===== config.mk =====
export PLATFORM = sky130hd
export DESIGN_NAME = vse_sync_extractor
export DESIGN_NICKNAME = d
export VERILOG_FILES = /design/src/design/vse_pkg.sv /design/src/design/vse_tick_gen.sv /design/src/design/vse_integrator.sv /design/src/design/vse_sync_extractor.sv
export SDC_FILE = /design/constraint.sdc
export NUM_CORES = 1
export LEC_CHECK = 0
export BUFFER_PORTS_ARGS = -buffer_cell sky130_fd_sc_hd__buf_2
export CAP_MARGIN = 20
export CELL_PAD_IN_SITES_DETAIL_PLACEMENT = 1
export CELL_PAD_IN_SITES_GLOBAL_PLACEMENT = 1
export CORE_MARGIN = 8
export CORE_UTILIZATION = 50
export DETAILED_ROUTE_END_ITERATION = 16
export PLACE_DENSITY_LB_ADDON = 0.12
export SYNTH_ARGS = -nofsm -noshare
export SYNTH_HDL_FRONTEND = slang
export SYNTH_SLANG_ARGS = --single-unit

===== constraint.sdc =====
create_clock -name clk -period 3.2 [get_ports clk]
set_clock_uncertainty 0.15 [all_clocks]
set_input_delay 0.16 -clock clk [delete_from_list [all_inputs] [get_ports clk]]
set_output_delay 0.16 -clock clk [all_outputs]
set_load 0.05 [all_outputs]

===== src/design/vse_pkg.sv =====
// constants and types for the vertical sync extractor
//
// Overview of operation
// - csync_out shows only video below black level, never picture content.
// - slicing sits a fixed 70 mV above the clamped tip at any amplitude.
// - charge only in sync, so line pulses stay under serration_threshold.
// - a broad pulse passes serration_threshold but not default_threshold.
// - the serration comparator is sampled into a flop as each pulse ends.
// - a high sample sets the vertical latch via an OR; it drives vsync_out.
// - the oscillator runs only while latched; the rise clocks field parity.
// - the oscillator is divided by eight and the latch clears after eight.
// - oscillator period and charge rate both scale with timing_resistor.
// - an integrator that never passes serration_threshold gives no pulse.
// - after an eight-cycle pulse ends, a later serration may retrigger.
// - with no serration edge, default_threshold sets the latch via the OR.
// - a default pulse ended early is retriggered when the broad pulse ends.
// - field_odd_out is low through the even field, high through the odd.
package vse_pkg;
  localparam int CLK_MHZ         = 50;
  localparam int CLK_PERIOD_NS   = 20;
  localparam int VID_W           = 8;
  localparam int RES_W           = 8;
  localparam int INT_W           = 8;
  localparam int TICK_W          = 13;
  localparam int DIV_W           = 3;
  localparam int GAP_W           = 12;
  localparam int DEC_W           = 6;
  // one code of an 8-bit converter spanning 2 V, in microvolts
  localparam int LSB_UV          = 7813;
  localparam int SLICE_OFFSET_MV = 70;
  localparam logic [VID_W:0] SLICE_OFFSET_CODES =
    (VID_W+1)'((SLICE_OFFSET_MV * 1000 + LSB_UV - 1) / LSB_UV);
  localparam int CLAMP_DECAY_NS  = 1000;
  localparam logic [DEC_W-1:0] CLAMP_DECAY_CYC =
    DEC_W'(CLAMP_DECAY_NS / CLK_PERIOD_NS);
  localparam logic [VID_W-1:0] TIP_RESET = 8'hff;
  // serration threshold kept below the default threshold
  localparam logic [INT_W-1:0] SERR_THR = 8'h0c;
  localparam logic [INT_W-1:0] DFLT_THR = 8'h28;
  localparam logic [INT_W-1:0] INT_MAX  = 8'hff;
  localparam logic [TICK_W-1:0] INT_SCALE = 13'h0001;
  localparam logic [TICK_W-1:0] OSC_SCALE = 13'h0015;
  localparam logic [DIV_W-1:0] DIV_LAST = 3'h7;
  // gap between sync starts that marks a full line, not a half line
  localparam int PARITY_GAP_US   = 48;
  localparam logic [GAP_W-1:0] PARITY_GAP_CYC =
    GAP_W'(PARITY_GAP_US * CLK_MHZ);

  typedef enum logic [1:0] {
    VSE_IDLE  = 2'b01,
    VSE_PULSE = 2'b10
  } vse_vstate_type;
endpackage


===== src/design/vse_tick_gen.sv =====
// programmable tick divider, cleared while not running
`timescale 1ns/1ps
module vse_tick_gen
  import vse_pkg::*;
(
  // clock and reset
  input  wire logic                      clk,
  input  wire logic                      rst,
  // control
  input  wire logic                      run,
  input  wire logic [vse_pkg::TICK_W-1:0] period,
  // tick
  output logic                           tick
);
  logic [TICK_W-1:0] cnt_r;
  logic [TICK_W-1:0] cnt_nxt;
  logic              tick_r;
  logic              wrap;

  assign wrap    = run && (cnt_r >= period - 13'h0001);
  assign cnt_nxt = (!run || wrap) ? 13'h0000 : cnt_r + 13'h0001;
  assign tick    = tick_r;

  always_ff @(posedge clk or posedge rst)
  begin
    if (rst)
    begin
      cnt_r  <= 13'h0000;
      tick_r <= 1'b0;
    end
    else
    begin
      cnt_r  <= cnt_nxt;
      tick_r <= wrap;
    end
  end

  a_tick_gated: assert property (@(posedge clk) disable iff (rst)
    tick_r |-> $past(run)) else $error("tick without run");
endmodule // vse_tick_gen


===== src/design/vse_integrator.sv =====
// saturating sync integrator with its two comparators
`timescale 1ns/1ps
module vse_integrator
  import vse_pkg::*;
(
  // clock and reset
  input  wire logic                     clk,
  input  wire logic                     rst,
  // charge control
  input  wire logic                     charge,
  input  wire logic                     step,
  // level and comparators
  output logic [vse_pkg::INT_W-1:0]     level,
  output logic                          above_serr,
  output logic                          above_dflt
);
  logic [INT_W-1:0] level_r;
  logic [INT_W-1:0] level_nxt;

  assign level_nxt  = !charge ? 8'h00 :
                      (step && level_r != INT_MAX) ?
                      level_r + 8'h01 : level_r;
  assign level      = level_r;
  assign above_serr = level_r > SERR_THR;
  assign above_dflt = level_r >= DFLT_THR;

  always_ff @(posedge clk or posedge rst)
  begin
    if (rst)
      level_r <= 8'h00;
    else
      level_r <= level_nxt;
  end

  a_integ_clear: assert property (@(posedge clk) disable iff (rst)
    !charge |=> level_r == 8'h00) else $error("integrator not cleared");
  a_integ_count: assert property (@(posedge clk) disable iff (rst)
    charge && step && level_r != INT_MAX |=>
    level_r == $past(level_r) + 8'h01) else $error("no count step");
endmodule // vse_integrator


===== src/design/vse_sync_extractor.sv =====
// composite sync slicer, vertical pulse generator and field parity
`timescale 1ns/1ps
module vse_sync_extractor
  import vse_pkg::*;
(
  // clock and reset
  input  wire logic                      clk,
  input  wire logic                      rst,
  // video samples, sync tip is the low end
  input  wire logic [vse_pkg::VID_W-1:0] video_in,
  // timing setting, larger means slower
  input  wire logic [vse_pkg::RES_W-1:0] timing_resistor,
  // sync outputs
  output logic                           csync_out,
  output logic                           vsync_out,
  output logic                           field_odd_out
);
  import vse_pkg::*;

  // input stage and clamp
  logic [VID_W-1:0]  vid_r;
  logic [VID_W-1:0]  tip_r;
  logic [VID_W-1:0]  tip_nxt;
  logic [DEC_W-1:0]  dec_cnt_r;
  logic [DEC_W-1:0]  dec_cnt_nxt;
  logic              dec_done;
  logic [VID_W:0]    thr_sum;
  logic [VID_W-1:0]  thr_sat;
  logic              below_thr;

  // sync edges
  logic              csync_r;
  logic              csync_prev_r;
  logic              sync_start;
  logic              sync_end;

  // timing rates
  logic [RES_W-1:0]  res_eff;
  logic [TICK_W-1:0] int_period;
  logic [TICK_W-1:0] osc_period;
  logic              int_tick;
  logic              osc_tick;
  logic              osc_run;

  // integrator and vertical latch
  logic [INT_W-1:0]  integ_level;
  logic              above_serr;
  logic              above_dflt;
  logic              dflt_prev_r;
  logic              dflt_rise;
  logic              sample_r;
  logic              sample_nxt;
  logic              samp_set;
  logic              set_term;
  logic              div_end;
  vse_vstate_type    vstate_r;
  vse_vstate_type    vstate_nxt;
  logic [DIV_W-1:0]  div_cnt_r;
  logic [DIV_W-1:0]  div_cnt_nxt;
  logic              vsync_r;
  logic              vsync_rise;

  // field parity
  logic [GAP_W-1:0]  gap_cnt_r;
  logic [GAP_W-1:0]  gap_cnt_nxt;
  logic              half_r;
  logic              half_nxt;
  logic              long_gap;
  logic              field_odd_r;
  logic              field_odd_nxt;

  // clamp: fast follow down to the tip, slow drift up so that
  // a change of level or amplitude is relearned within a field
  assign dec_done    = dec_cnt_r == CLAMP_DECAY_CYC;
  assign dec_cnt_nxt = dec_done ? 6'h00 : dec_cnt_r + 6'h01;
  assign tip_nxt     = (vid_r < tip_r) ? vid_r :
                       (dec_done && tip_r != TIP_RESET) ?
                       tip_r + 8'h01 : tip_r;

  // slicing level rides a fixed offset above the tip
  assign thr_sum   = {1'b0, tip_r} + SLICE_OFFSET_CODES;
  assign thr_sat   = thr_sum[VID_W] ? TIP_RESET : thr_sum[VID_W-1:0];
  assign below_thr = vid_r <= thr_sat;

  always_ff @(posedge clk or posedge rst)
  begin
    if (rst)
    begin
      vid_r     <= 8'hff;
      tip_r     <= TIP_RESET;
      dec_cnt_r <= 6'h00;
    end
    else
    begin
      vid_r     <= video_in;
      tip_r     <= tip_nxt;
      dec_cnt_r <= dec_cnt_nxt;
    end
  end

  // sync edges
  assign sync_start = csync_r && !csync_prev_r;
  assign sync_end   = !csync_r && csync_prev_r;

  always_ff @(posedge clk or posedge rst)
  begin
    if (rst)
    begin
      csync_r      <= 1'b0;
      csync_prev_r <= 1'b0;
    end
    else
    begin
      csync_r      <= below_thr;
      csync_prev_r <= csync_r;
    end
  end

  assign csync_out = csync_r;

  // one setting scales both rates; zero is taken as the smallest step
  assign res_eff    = (timing_resistor == 8'h00) ? 8'h01
                                                 : timing_resistor;
  assign int_period = TICK_W'({5'h00, res_eff} * INT_SCALE);
  assign osc_period = TICK_W'({5'h00, res_eff} * OSC_SCALE);

  vse_tick_gen u_int_rate (
    .clk    (clk),
    .rst    (rst),
    .run    (csync_r),
    .period (int_period),
    .tick   (int_tick)
  );

  vse_integrator u_integ (
    .clk        (clk),
    .rst        (rst),
    .charge     (csync_r),
    .step       (int_tick),
    .level      (integ_level),
    .above_serr (above_serr),
    .above_dflt (above_dflt)
  );

  // the level still holds the pulse's charge in the cycle that
  // sees sync end; it clears one cycle later
  assign sample_nxt = sync_end ? above_serr : sample_r;
  assign samp_set   = sync_end && above_serr;
  assign dflt_rise  = above_dflt && !dflt_prev_r;
  // edge-set rather than level-set, so a stale high sample cannot
  // restart the pulse on its own once the divider has run out
  assign set_term   = samp_set || dflt_rise;

  assign osc_run = vstate_r == VSE_PULSE;

  vse_tick_gen u_osc (
    .clk    (clk),
    .rst    (rst),
    .run    (osc_run),
    .period (osc_period),
    .tick   (osc_tick)
  );

  assign div_end = osc_run && osc_tick && div_cnt_r == DIV_LAST;

  always_comb
  begin
    vstate_nxt  = vstate_r;
    div_cnt_nxt = div_cnt_r;
    case (vstate_r)
      VSE_IDLE:
      begin
        div_cnt_nxt = 3'h0;
        if (set_term)
          vstate_nxt = VSE_PULSE;
      end
      VSE_PULSE:
      begin
        if (div_end && set_term)
          div_cnt_nxt = 3'h0;
        else if (div_end)
        begin
          vstate_nxt  = VSE_IDLE;
          div_cnt_nxt = 3'h0;
        end
        else if (osc_tick)
          div_cnt_nxt = div_cnt_r + 3'h1;
      end
      default:
      begin
        vstate_nxt  = VSE_IDLE;
        div_cnt_nxt = 3'h0;
      end
    endcase
  end

  assign vsync_rise = (vstate_r == VSE_IDLE) && set_term;

  always_ff @(posedge clk or posedge rst)
  begin
    if (rst)
    begin
      vstate_r    <= VSE_IDLE;
      div_cnt_r   <= 3'h0;
      vsync_r     <= 1'b0;
      sample_r    <= 1'b0;
      dflt_prev_r <= 1'b0;
    end
    else
    begin
      vstate_r    <= vstate_nxt;
      div_cnt_r   <= div_cnt_nxt;
      vsync_r     <= vstate_nxt == VSE_PULSE;
      sample_r    <= sample_nxt;
      dflt_prev_r <= above_dflt;
    end
  end

  assign vsync_out = vsync_r;

  // field parity: toggle on every half-line gap, clear on a full
  // line; the half line closing the odd field flips the phase
  assign long_gap    = gap_cnt_r >= PARITY_GAP_CYC;
  assign gap_cnt_nxt = sync_start ? 12'h000 :
                       long_gap ? gap_cnt_r : gap_cnt_r + 12'h001;
  assign half_nxt    = !sync_start ? half_r :
                       long_gap ? 1'b0 : !half_r;
  assign field_odd_nxt = vsync_rise ? half_r : field_odd_r;

  always_ff @(posedge clk or posedge rst)
  begin
    if (rst)
    begin
      gap_cnt_r   <= 12'h000;
      half_r      <= 1'b0;
      field_odd_r <= 1'b0;
    end
    else
    begin
      gap_cnt_r   <= gap_cnt_nxt;
      half_r      <= half_nxt;
      field_odd_r <= field_odd_nxt;
    end
  end

  assign field_odd_out = field_odd_r;

  a_csync_slice: assert property (@(posedge clk) disable iff (rst)
    !below_thr |=> !csync_out) else $error("picture on csync");
  a_thr_offset: assert property (@(posedge clk) disable iff (rst)
    !thr_sum[VID_W] |-> thr_sat == tip_r + SLICE_OFFSET_CODES[7:0])
    else $error("slice offset wrong");
  a_sample_edge: assert property (@(posedge clk) disable iff (rst)
    sync_end |=> sample_r == $past(above_serr))
    else $error("sample not taken");
  a_latch_set: assert property (@(posedge clk) disable iff (rst)
    set_term && !vsync_out |=> vsync_out ##1 vsync_out)
    else $error("latch not set");
  a_osc_follow: assert property (@(posedge clk) disable iff (rst)
    osc_run |-> ##1 (vsync_out || $past(div_end)))
    else $error("oscillator outside pulse");
  a_div_clear: assert property (@(posedge clk) disable iff (rst)
    div_end && !set_term |=> !vsync_out)
    else $error("latch not cleared");
  a_no_trigger: assert property (@(posedge clk) disable iff (rst)
    !vsync_out && !set_term |=> !vsync_out)
    else $error("pulse without trigger");
  a_dflt_start: assert property (@(posedge clk) disable iff (rst)
    dflt_rise && !vsync_out |=> vsync_out)
    else $error("default did not start");
  a_parity_hold: assert property (@(posedge clk) disable iff (rst)
    !vsync_rise |=> $stable(field_odd_out))
    else $error("parity moved mid field");

  // a set seen while the pulse runs is dropped rather than queued, unless it falls in the
  // div_end cycle, where it restarts the divider; else a second pulse needs a fresh set edge after the clear
  a_csync_follow: assert property (@(posedge clk) disable iff (rst)
    below_thr |=> csync_out)
    else $error("sync not passed");
  a_tip_follow: assert property (@(posedge clk) disable iff (rst)
    vid_r < tip_r |=> tip_r == $past(vid_r))
    else $error("clamp did not follow tip");
  a_start_clear: assert property (@(posedge clk) disable iff (rst)
    sync_start |-> integ_level == 8'h00)
    else $error("charge left from last pulse");
  a_short_sync: assert property (@(posedge clk) disable iff (rst)
    sync_end && !above_serr |-> !set_term)
    else $error("short sync set the latch");
  a_serr_set: assert property (@(posedge clk) disable iff (rst)
    samp_set |-> vstate_nxt == VSE_PULSE)
    else $error("sample did not set latch");
  a_osc_gated: assert property (@(posedge clk) disable iff (rst)
    !osc_run |-> !osc_tick)
    else $error("oscillator ticks while idle");
  a_div_step: assert property (@(posedge clk) disable iff (rst)
    osc_tick && div_cnt_r != DIV_LAST |=>
    vsync_out && div_cnt_r == $past(div_cnt_r) + 3'h1)
    else $error("divider did not step");
  a_serr_retrigger: assert property (@(posedge clk) disable iff (rst)
    vstate_r == VSE_IDLE && samp_set |=> vsync_out && div_cnt_r == 3'h0)
    else $error("serration did not retrigger");
  a_parity_take: assert property (@(posedge clk) disable iff (rst)
    vsync_rise |=> field_odd_out == $past(half_r))
    else $error("parity not taken at rise");
endmodule // vse_sync_extractor


; ---- After elaboration in Yosys (flattened, before gate mapping)
; Index checks and enable logic that the tools add are counted.
[totals]
ff_bits = 81
in_bits = 18
output_inout_bits = 3
elab_cells = 87
[classes]
n_addsub = 10
multipliers = 1
magnitude_cmp = 7
eq_ne = 10
mux = 20
n_reduce_logical = 22
[op_table]
columns = operator, n
row1 = $mux 8, 6
row2 = $add 13x1->13 const B, 2
row3 = $ge 13x13->1, 2
row4 = $mux 13, 2
row5 = $mux 12, 2
row6 = $add 8x1->8 const B, 2
row7 = $ne 8x8->1 const B, 2
row8 = $mul 8x5->13 const B, 1
row9 = $sub 13x1->13 const B, 1
row10 = $add 12x1->12 const B, 1
row11 = $ge 12x12->1 const B, 1
row12 = $logic_and 1x1->1, 12
row13 = $mux 3, 4
row14 = $add 8x4->9 const B, 1
row15 = $sub 8x1->9 const B, 1
row16 = $ge 8x6->1 const B, 1
row17 = $gt 8x4->1 const B, 1
row18 = $le 8x8->1, 1
row19 = $logic_not 8->1, 1
row20 = $lt 8x8->1, 1
row21 = $add 6x1->6 const B, 1
row22 = $eq 6x6->1 const B, 1
row23 = $mux 2, 3
row24 = $mux 6, 1
row25 = 12 further kinds, 19

; ---- Longest topological paths before layout
; Gate-level depths: netlist of the first run.
[depth]
depth_word = 8
ltp_mapped = 24

; ---- Hierarchy
; Synthesis of the first run repeated with hierarchy kept, for this count alone.
[hier_totals]
cells_unflattened = 645
area_unflattened_um2 = 6253.5
[modules_own_cells]
columns = mod, n_inst, cells_each, area_each_um2, seq_area_each_um2
row1 = vse_sync_extractor, 1, 340, 3342.0, 1147.4
row2 = vse_tick_gen, 2, 124, 1193.6, 350.3
row3 = vse_integrator, 1, 57, 524.3, 200.2

; ---- Worst setup path after synthesis of the first run
; No wires, ideal clock.
[synth_path]
kind = input-to-reg
from = input timing_resistor[5] (netlist bit)
to = register u_osc.cnt_r[10]
setup_time_ps = 71
arrival_time_ps = 4471
t_required_ps = 2979
path_slack_ps = -1493
path_stages = 21
cell_sequence = inv_1 ha_1 nand4b_1 nand2b_1 and2_1 ha_1 inv_1 fa_1 inv_1 fa_1 ha_1 and4_1 a211o_1 a21oi_1 xor2_1 ha_1 a21o_1 a21oi_1 o2111ai_2 buf_6 nor2_1
[synth_via]
elab_chain_len = 8
[synth_lines]
columns = element, line
row1 = start: declaration, vse_sync_extractor.sv:12  ; input wire logic [vse_pkg::RES_W-1:0] timing_resistor,
row2 = $logic_not 8->1, vse_sync_extractor.sv:122  ; assign res_eff = (timing_resistor == 8'h00) ? 8'h01
row3 = $mux 8 *, vse_sync_extractor.sv:122
row4 = $mul 8x5->13 *, vse_sync_extractor.sv:125  ; assign osc_period = TICK_W'({5'h00, res_eff} * OSC_SCALE);
row5 = $sub 13x1->13 *, vse_tick_gen.sv:20  ; assign wrap = run && (cnt_r >= period - 13'h0001);
row6 = $ge 13x13->1 *, vse_tick_gen.sv:20
row7 = $logic_and 1x1->1 *, vse_tick_gen.sv:20
row8 = $logic_or 1x1->1 *, vse_tick_gen.sv:21  ; assign cnt_nxt = (!run || wrap) ? 13'h0000 : cnt_r + 13'h0001;
row9 = $mux 13 *, vse_tick_gen.sv:21
row10 = via u_osc.cnt_nxt[10], vse_tick_gen.sv:16  ; logic [TICK_W-1:0] cnt_nxt;
row11 = end signal: assignment, vse_tick_gen.sv:33  ; cnt_r <= cnt_nxt;
row12 = end: declaration, vse_tick_gen.sv:15  ; logic [TICK_W-1:0] cnt_r;
; The timed path passes the listed nets; every way through them passes the cells marked *.
; A chain may end at the register's enable or synchronous reset.

; ---- Final worst setup path of the first run
[layout_path]
from = input timing_resistor[3] (netlist bit)
to = register u_osc.cnt_r[12]
; The elaborated chain is that of the path after synthesis.

==> results of run 1 <==
-- kinds of logic after synthesis --
logic type	Yosys count	share of synthesized area, %
AND/OR/NAND/NOR	200	16.2
AO/OA/AOI/OAI	113	13.0
XOR/XNOR	66	9.40
adder cells (fa/ha/maj)	96	20.5
multiplexers	17	3.05
flip-flops	81	33.3
buffers and inverters	70	4.54
-- worst max path at each step --
| stage | from | to | slack (ns) |
|---|---|---|---|
| final | timing_resistor[3] | u_osc.cnt_r[12]$_DFF_PP0_ | -1.29 |
| after global placement | timing_resistor[6] | u_osc.cnt_r[12]$_DFF_PP0_ | -1.33 |
| after floorplan | timing_resistor[6] | u_osc.cnt_r[0]$_DFF_PP0_ | -0.99 |
| after detailed placement | timing_resistor[6] | u_osc.cnt_r[12]$_DFF_PP0_ | -1.52 |
| after global routing | timing_resistor[3] | u_osc.cnt_r[9]$_DFF_PP0_ | -1.48 |
| after CTS | timing_resistor[3] | u_osc.cnt_r[6]$_DFF_PP0_ | -1.06 |
-- worst max-delay path: stages --
cell and delay [ns]:
sky130_fd_sc_hd__buf_8 0.10, sky130_fd_sc_hd__inv_6 0.05, sky130_fd_sc_hd__ha_4 0.13, sky130_fd_sc_hd__nand4b_1 0.15, sky130_fd_sc_hd__nand2b_4 0.24, sky130_fd_sc_hd__and2_4 0.17, sky130_fd_sc_hd__ha_4 0.26, sky130_fd_sc_hd__inv_2 0.03
sky130_fd_sc_hd__fa_1 0.50, sky130_fd_sc_hd__inv_2 0.04, sky130_fd_sc_hd__fa_1 0.50, sky130_fd_sc_hd__ha_4 0.21, sky130_fd_sc_hd__a21oi_4 0.16, sky130_fd_sc_hd__o21bai_1 0.10, sky130_fd_sc_hd__a211o_1 0.26, sky130_fd_sc_hd__a21oi_2 0.13
sky130_fd_sc_hd__xor2_1 0.22, sky130_fd_sc_hd__ha_1 0.30, sky130_fd_sc_hd__a21o_1 0.21, sky130_fd_sc_hd__a21oi_4 0.19, sky130_fd_sc_hd__o2111ai_4 0.19, sky130_fd_sc_hd__buf_6 0.20, sky130_fd_sc_hd__nor2_2 0.08
-- layout by cell type (no fill, tap or decap), drive strengths merged, types with 17 or more instances in the layout --
| cell | n |
|---|---|
| dfrtp | 64 |
| nand2 | 35 |
| nand3 | 25 |
| xnor2 | 36 |
| ha | 88 |
| xor2 | 30 |
| a21oi | 26 |
| nor3 | 18 |
| dfstp | 17 |
| inv | 60 |
| o21ai | 24 |
| nor2 | 59 |
| buf | 99 |
-- metal layers --
layer  vias to the layer above  global-route usage, %  part of all wire (%)
met1                      2645                   24.6                    40
met4                         0                   7.21                   3.4
li1                       2463                      -                     -
met5                         -                      0                     0
met2                        90                   41.0                    54
met3                        53                   4.15                   2.6
-- through the flow --
step                      std cells  TNS, ns  worst slack, ns  hold WS (ns)  area [um^2]
after floorplan                 643   -13.18           -0.993        0.0145         6340
after global placement          865   -19.08            -1.33         0.114         7060
after detailed placement        865   -23.11            -1.52         0.116         7060
after CTS                       898   -14.38            -1.06         0.284         7640
after global routing            904   -21.57            -1.48         0.294         7890
final                           904   -17.88            -1.29         0.300         7890
-- final cells by class --
class,count,area share [%]
clock buffers,10,2.90
clock inverters,6,1.16
inverters,60,3.62
multi-input cells,492,53.1
flip-flops and latches,81,26.0
well taps,147,2.33
repair buffers,108,10.9
-- where the power goes --
part | switching (uW) | leakage (uW) | internal [uW] | total, uW
Clock | 451 | 0.000151 | 688 | 1140
Sequential | 196 | 0.00104 | 1200 | 1400
Combinational | 1250 | 0.00254 | 1040 | 2290
Total | 1900 | 0.00373 | 2930 | 4820
-- registers in the layout, summed over array words and instances (netlist names), 2 cells and up --
| signal | count |
|---|---|
| u_osc.cnt_r | 13 |
| vid_r | 8 |
| dec_cnt_r | 6 |
| tip_r | 8 |
| u_integ.level | 8 |
| u_int_rate.cnt_r | 13 |
| vstate_r | 2 |
| gap_cnt_r | 12 |
| div_cnt_r | 3 |
-- timing repair --
item                                    CTS  global route
setup buffers                             7             6
gates resized for setup                  29            41
cloned                                    1             0
pin swaps                                 6            12
hold buffers                              9             0
endpoints found under the setup margin   14            25
hold endpoints to repair                 43             0
==> results.txt, run 1 <==
----------------------------------------------------
[Worst setup path]
  FF-to-FF setup slack ... 0.44 ns
  Critical path fanouts, max ... 8
  Worst Setup Path Type ... in -> reg
  Count of cells along the worst register-to-register path ... 9
  Worst Setup End Kind ... flip-flop
  Crit path required time ... 3.33 ns
  Critical register-to-register path startpoint ... tip_r[4]$_DFFE_PP1P_
  Endpoint of the most critical register-to-register path ... csync_out$_DFF_PP0_
  Crit path arrival time ... 4.62 ns
  Launching element type of the critical path ... input port

[Synthesis]
  Sequential cell area fraction in the yosys report ... 33.3%
  Number of nets produced by synthesis ... 757
  Synthesized area per cell ... 9.56 um^2
  Share of flip-flops with an asynchronous set or reset after synthesis ... 100%
  Share of the synthesized area in the top cell type ... 26.0%
  Count of distinct cell types in the synthesized netlist ... 56
  Biggest area consumer among synthesized cells ... sky130_fd_sc_hd__dfrtp_1
  Top_reg_cell synth ... sky130_fd_sc_hd__dfrtp_1
  Cell area after technology mapping ... 6150 um^2
  Flip-flop and latch count after synthesis ... 81
  Dominant cells by area after synthesis ... sky130_fd_sc_hd__dfrtp_1 (26%), sky130_fd_sc_hd__ha_1 (18%), sky130_fd_sc_hd__dfstp_2 (7.3%)
  Most instantiated cells after synthesis ... sky130_fd_sc_hd__ha_1 (88), sky130_fd_sc_hd__dfrtp_1 (64), sky130_fd_sc_hd__inv_1 (60), sky130_fd_sc_hd__nor2_1 (59), sky130_fd_sc_hd__xnor2_1 (36)
  Synthesis warning total ... 0
  Count of flip-flops with a built-in enable after synthesis ... 0
  Gate count after technology mapping ... 643
  Count leader, synth ... sky130_fd_sc_hd__ha_1

[Die]
  Y dimension of the die ... 127 um
  Number of placement rows ... 40
  Number of top-level pins ... 21
  Width of the chip ... 127 um
  Placeable Area ... 12000 um^2
  Initial Utilization ... 51.2%
  Die Footprint ... 16100 um^2

[Run]
  Maxcap violations ... 0

[Timing]
  Setup violations, final ... 14
  Final Hold Vio Count ... 0
  Normalized max-slew margin ... 40.9%
  Post-layout worst setup margin ... -1.29 ns
  Achievable Freq ... 0.223 GHz
  Slew @ Worst Pin ... 0.882 ns
  Fin crit period ... 4.49 ns
  Period Utilization, post-route ... 140%
  Final Max Tran Viols ... 0
  Unrepaired setup endpoints after global routing ... true

[Layout]
  Final-layout fill cell count ... 1291
  Layout-stage area growth over the synthesis result ... 28.3%
  Layout Nets ... 866
  Fraction of layout cells with a size suffix above 1 ... 28.7%
  Multi-input logic area ... 4190 um^2
  Post-layout utilization of the core ... 65.7%
  Inserted Diodes ... 0
  Sequential cell area in the final layout ... 2050 um^2

[Route]
  Final wirelength ... 19300 um
  Number of vias in the routed layout ... 5251
  Average vias per placed instance ... 5.81
  Residual DRC ... 0
  Detailed-route wire length per cell ... 21.3 um
  DRC marker count from the first detailed-route iteration ... 261
  Number of optimization iterations in the first detailed-route pass ... 4
  DRT antenna net count ... 0

[Power]
  Static leakage ... 0.00373 uW
  Maximum resistive drop on vdd ... 398 uV
  Sum of internal, switching and leakage power ... 4820 uW
  Power density cells ... 611 nW/um^2

[Outcome]
  Status ... complete, but fails checks
  Violated checks ... negative setup slack

[Global route]
  Grt ovf ... 0
  Number of global-route vias before repair ... 5762
  Global-route wire length before repair ... 28600 um
  Maximum number of pins on one net before global-route repair ... 41
  Global-route usage over all layers ... 22.0%
  Number of antenna violations at the first check in global routing ... 0

[Place]
  Port Buf Inserts ... 20
  Routability Congestion ... 0.853
  DP Wirelength ... 11700 um

[Clock network]
  CTS H-tree depth ... 3
  CTS tree ... yes
  CTS clk-pin slew, worst paths ... 0.06 ns
  Clock latency on the worst-skew pair ... 0.35 ns
  Number of buffers added by the clock tree synthesis step ... 9
  Buffer type at the clock tree root ... sky130_fd_sc_hd__clkbuf_16
  Maximum buffer depth of the clock tree ... 2
  Num Clock Sinks ... 81

[Worst hold path]
  Kind of path behind the tightest hold check ... in -> async

----------------------------------------------------
(Power assumes the default switching activity.)
==> run 2, diff against run 1 <==
==> constraint.sdc (replaced) <==
create_clock -name clk -period 3.2 [get_ports clk]
set_clock_uncertainty 0.15 [all_clocks]
set_input_delay 0.64 -clock clk [delete_from_list [all_inputs] [get_ports clk]]
set_output_delay 0.64 -clock clk [all_outputs]
set_load 0.05 [all_outputs]
==> run 2 against run 1 <==
Compared with the run above: the run still ends with negative setup slack left; global-route usage up 2.3 points; critical path depth up 1; final cell count down 1.3%; flip-flop and latch count unchanged; first-iteration DRC count down 1.5%; hold slack worse by 0.076 ns; clock-buffer cell count up 2; largest power group unchanged; wire length down 2.9%; cell area down 2.9%; via count up 0.48%; combinational power down 2%.
==> results.txt, run 2 (synthesized netlist as in run 1, its figures left out) <==
----------------------------------------------------
[Outcome]
  Status ... complete, but fails checks
  Violated checks ... negative setup slack

[Global route]
  Grt ovf ... 0
  Number of antenna violations at the first check in global routing ... 0
  Global-route usage over all layers ... 24.3%
  Maximum number of pins on one net before global-route repair ... 47
  Global-route wire length before repair ... 31400 um
  Number of global-route vias before repair ... 6099

[Timing]
  Setup violations, final ... 28
  Post-layout worst setup margin ... -1.72 ns
  Achievable Freq ... 0.203 GHz
  Slew @ Worst Pin ... 0.924 ns
  Final Hold Vio Count ... 0
  Unrepaired setup endpoints after global routing ... true
  Fin crit period ... 4.92 ns
  Hold slack final ... 0.224 ns
  Normalized max-slew margin ... 38.2%
  Final Max Tran Viols ... 0
  Period Utilization, post-route ... 154%

[Power]
  Combinational share of power ... 48.3%
  Clock share of power ... 21.5%
  Power density cells ... 607 nW/um^2
  Maximum resistive drop on vdd ... 342 uV
  Static leakage ... 0.00365 uW
  Internal Pwr Total ... 2800 uW
  Relative contribution of sequential cells to total power ... 30.1%
  NetSw ... 1850 uW
  Fraction of power spent switching nets ... 39.7%

[Layout]
  Top Registers ... u_int_rate.cnt_r (13), u_osc.cnt_r (13), gap_cnt_r (12)
  Final cell count without fillers ... 892
  Most frequent standard cell in the layout excluding fill and tap cells ... sky130_fd_sc_hd__ha_1
  Layout Nets ... 854
  Fraction of layout cells with a size suffix above 1 ... 27.0%
  Inserted Diodes ... 0
  Commonest non-fill, non-tap cells in the layout ... sky130_fd_sc_hd__ha_1 (76), sky130_fd_sc_hd__buf_4 (72), sky130_fd_sc_hd__dfrtp_1 (64)
  Post-layout utilization of the core ... 63.7%
  Layout-stage area growth over the synthesis result ... 24.5%
  Final Instance Area ... 7660 um^2
  Sequential cell area in the final layout ... 2050 um^2
  Final-layout fill cell count ... 1338
  Multi-input logic area ... 4100 um^2

[Die]
  Number of placement rows ... 40
  Initial Utilization ... 51.2%
  Placeable Area ... 12000 um^2
  Die Footprint ... 16100 um^2
  Number of top-level pins ... 21
  Y dimension of the die ... 127 um
  Width of the chip ... 127 um

[Clock network]
  Number of buffers added by the clock tree synthesis step ... 9
  Number of hold buffers added after CTS ... 0
  CTS tree ... yes
  Buffer type at the clock tree root ... sky130_fd_sc_hd__clkbuf_16
  Num Clock Sinks ... 81
  Maximum buffer depth of the clock tree ... 2
  CTS clk-pin slew, worst paths ... 0.06 ns
  Clock latency on the worst-skew pair ... 0.35 ns
  CTS H-tree depth ... 3

[Place]
  Routability Congestion ... 0.829
  Placed Instance Area ... 7070 um^2
  Port Buf Inserts ... 20
  DP Wirelength ... 12200 um
  Post-placement worst setup slack ... -2.17 ns
  # placed instances ... 865

[Route]
  DRC marker count from the first detailed-route iteration ... 257
  Number of optimization iterations in the first detailed-route pass ... 4
  Residual DRC ... 0
  Average vias per placed instance ... 5.91
  Final wirelength ... 18700 um
  Number of vias in the routed layout ... 5276
  DRT antenna net count ... 0
  Detailed-route wire length per cell ... 21.0 um

[Worst setup path]
  Worst Setup Path Type ... in -> reg
  Critical path origin ... timing_resistor[5]
  Most repeated library cell on the critical path ... sky130_fd_sc_hd__ha_4
  Critical path fanouts, max ... 8
  Cell with the largest stage delay on the worst path ... sky130_fd_sc_hd__ha_1
  Crit path arrival time ... 5.00 ns
  Critical Path, Cell by Cell ... buf_12 > inv_12 > ha_4 > nand4b_1 > nand2b_4 > nand2_4 > inv_1 > ha_4 > ha_4 > xor2_1 > ha_1 > ha_4 > nor2b_1 > o31a_1 > o211ai_1 > and3_1 > nor3_2 > ha_1 > nand4_1 > nor2_2 > o21ai_2 > o2111ai_2 > buf_6 > nor2_1
  Worst path max stage delay ... 0.33 ns
  Count of cells along the worst register-to-register path ... 10
  FF-to-FF setup slack ... 0.19 ns
  Endpoint of the most critical register-to-register path ... csync_out$_DFF_PP0_
  Crit path required time ... 3.28 ns
  Critical register-to-register path startpoint ... tip_r[0]$_DFFE_PP1P_
  Worst Setup End Kind ... flip-flop
  Launching element type of the critical path ... input port

[Worst hold path]
  Kind of path behind the tightest hold check ... in -> async

[Run]
  Maxcap violations ... 0

----------------------------------------------------
-- run 2: metal layers --
layer  vias to the layer above  global-route usage [%]  wire length (um)
li1                       2435                       -                 -
met1                      2677                    26.3              7340
met2                        95                    44.2             10100
met3                        69                    4.23               466
met4                         0                    13.2               831
met5                         -                       0                 0
-- run 2: worst max-delay path, delay by kind of cell --
family	cells	cell delay (ns)
AO/OA/AOI/OAI	4	0.91
XOR/XNOR	1	0.16
adder cells (fa/ha/maj)	6	1.53
buffers and inverters	4	0.41
AND/OR/NAND/NOR	9	1.34
-- run 2: worst max-delay path by stage --
stage,to,slack (ns),depth (start not counted)
2_1_floorplan,u_osc.cnt_r[0]$_DFF_PP0_,-1.47,21
3_3_place_gp,u_osc.cnt_r[0]$_DFF_PP0_,-1.87,25
3_5_place_dp,u_osc.cnt_r[4]$_DFF_PP0_,-2.17,25
4_1_cts,u_osc.cnt_r[2]$_DFF_PP0_,-1.61,23
5_1_grt,u_osc.cnt_r[10]$_DFF_PP0_,-1.85,23
6_report,u_osc.cnt_r[2]$_DFF_PP0_,-1.72,24
-- run 2: stage by stage --
| stage | setup TNS, ns | total power, uW |
|---|---|---|
| 6_report | -30.55 | 4650 |
| 5_1_grt | -35.06 | 4940 |
| 3_3_place_gp | -34.06 | 3200 |
| 3_5_place_dp | -40.08 | 3380 |
| 2_1_floorplan | -21.77 | 2740 |
| 4_1_cts | -25.79 | 4480 |
-- run 2: repair_timing --
item | CTS | global route
resized for setup | 39 | 13
cloned | 1 | 0
pin swaps | 14 | 6
setup endpoints to repair | 28 | 28
setup buffers | 8 | 2
-- run 2: power by group through the flow --
stage	Sequential (uW)	Clock [uW]	Combinational, uW
finish	1400	1000	2250
global route	1430	1050	2460
CTS	1390	1010	2080
detailed placement	1400	0	1970
global placement	1390	0	1820
floorplan	1360	0	1380
-- run 2: layout make-up --
| class | count | share of cell area [%] |
|---|---|---|
| clock inverter | 4 | 0.359 |
| clock buffer | 12 | 3.35 |
| sequential | 81 | 26.7 |
| inverter | 60 | 3.73 |
| tap | 147 | 2.40 |
| multi-input combinational | 492 | 53.5 |
| timing repair buffer | 96 | 9.90 |
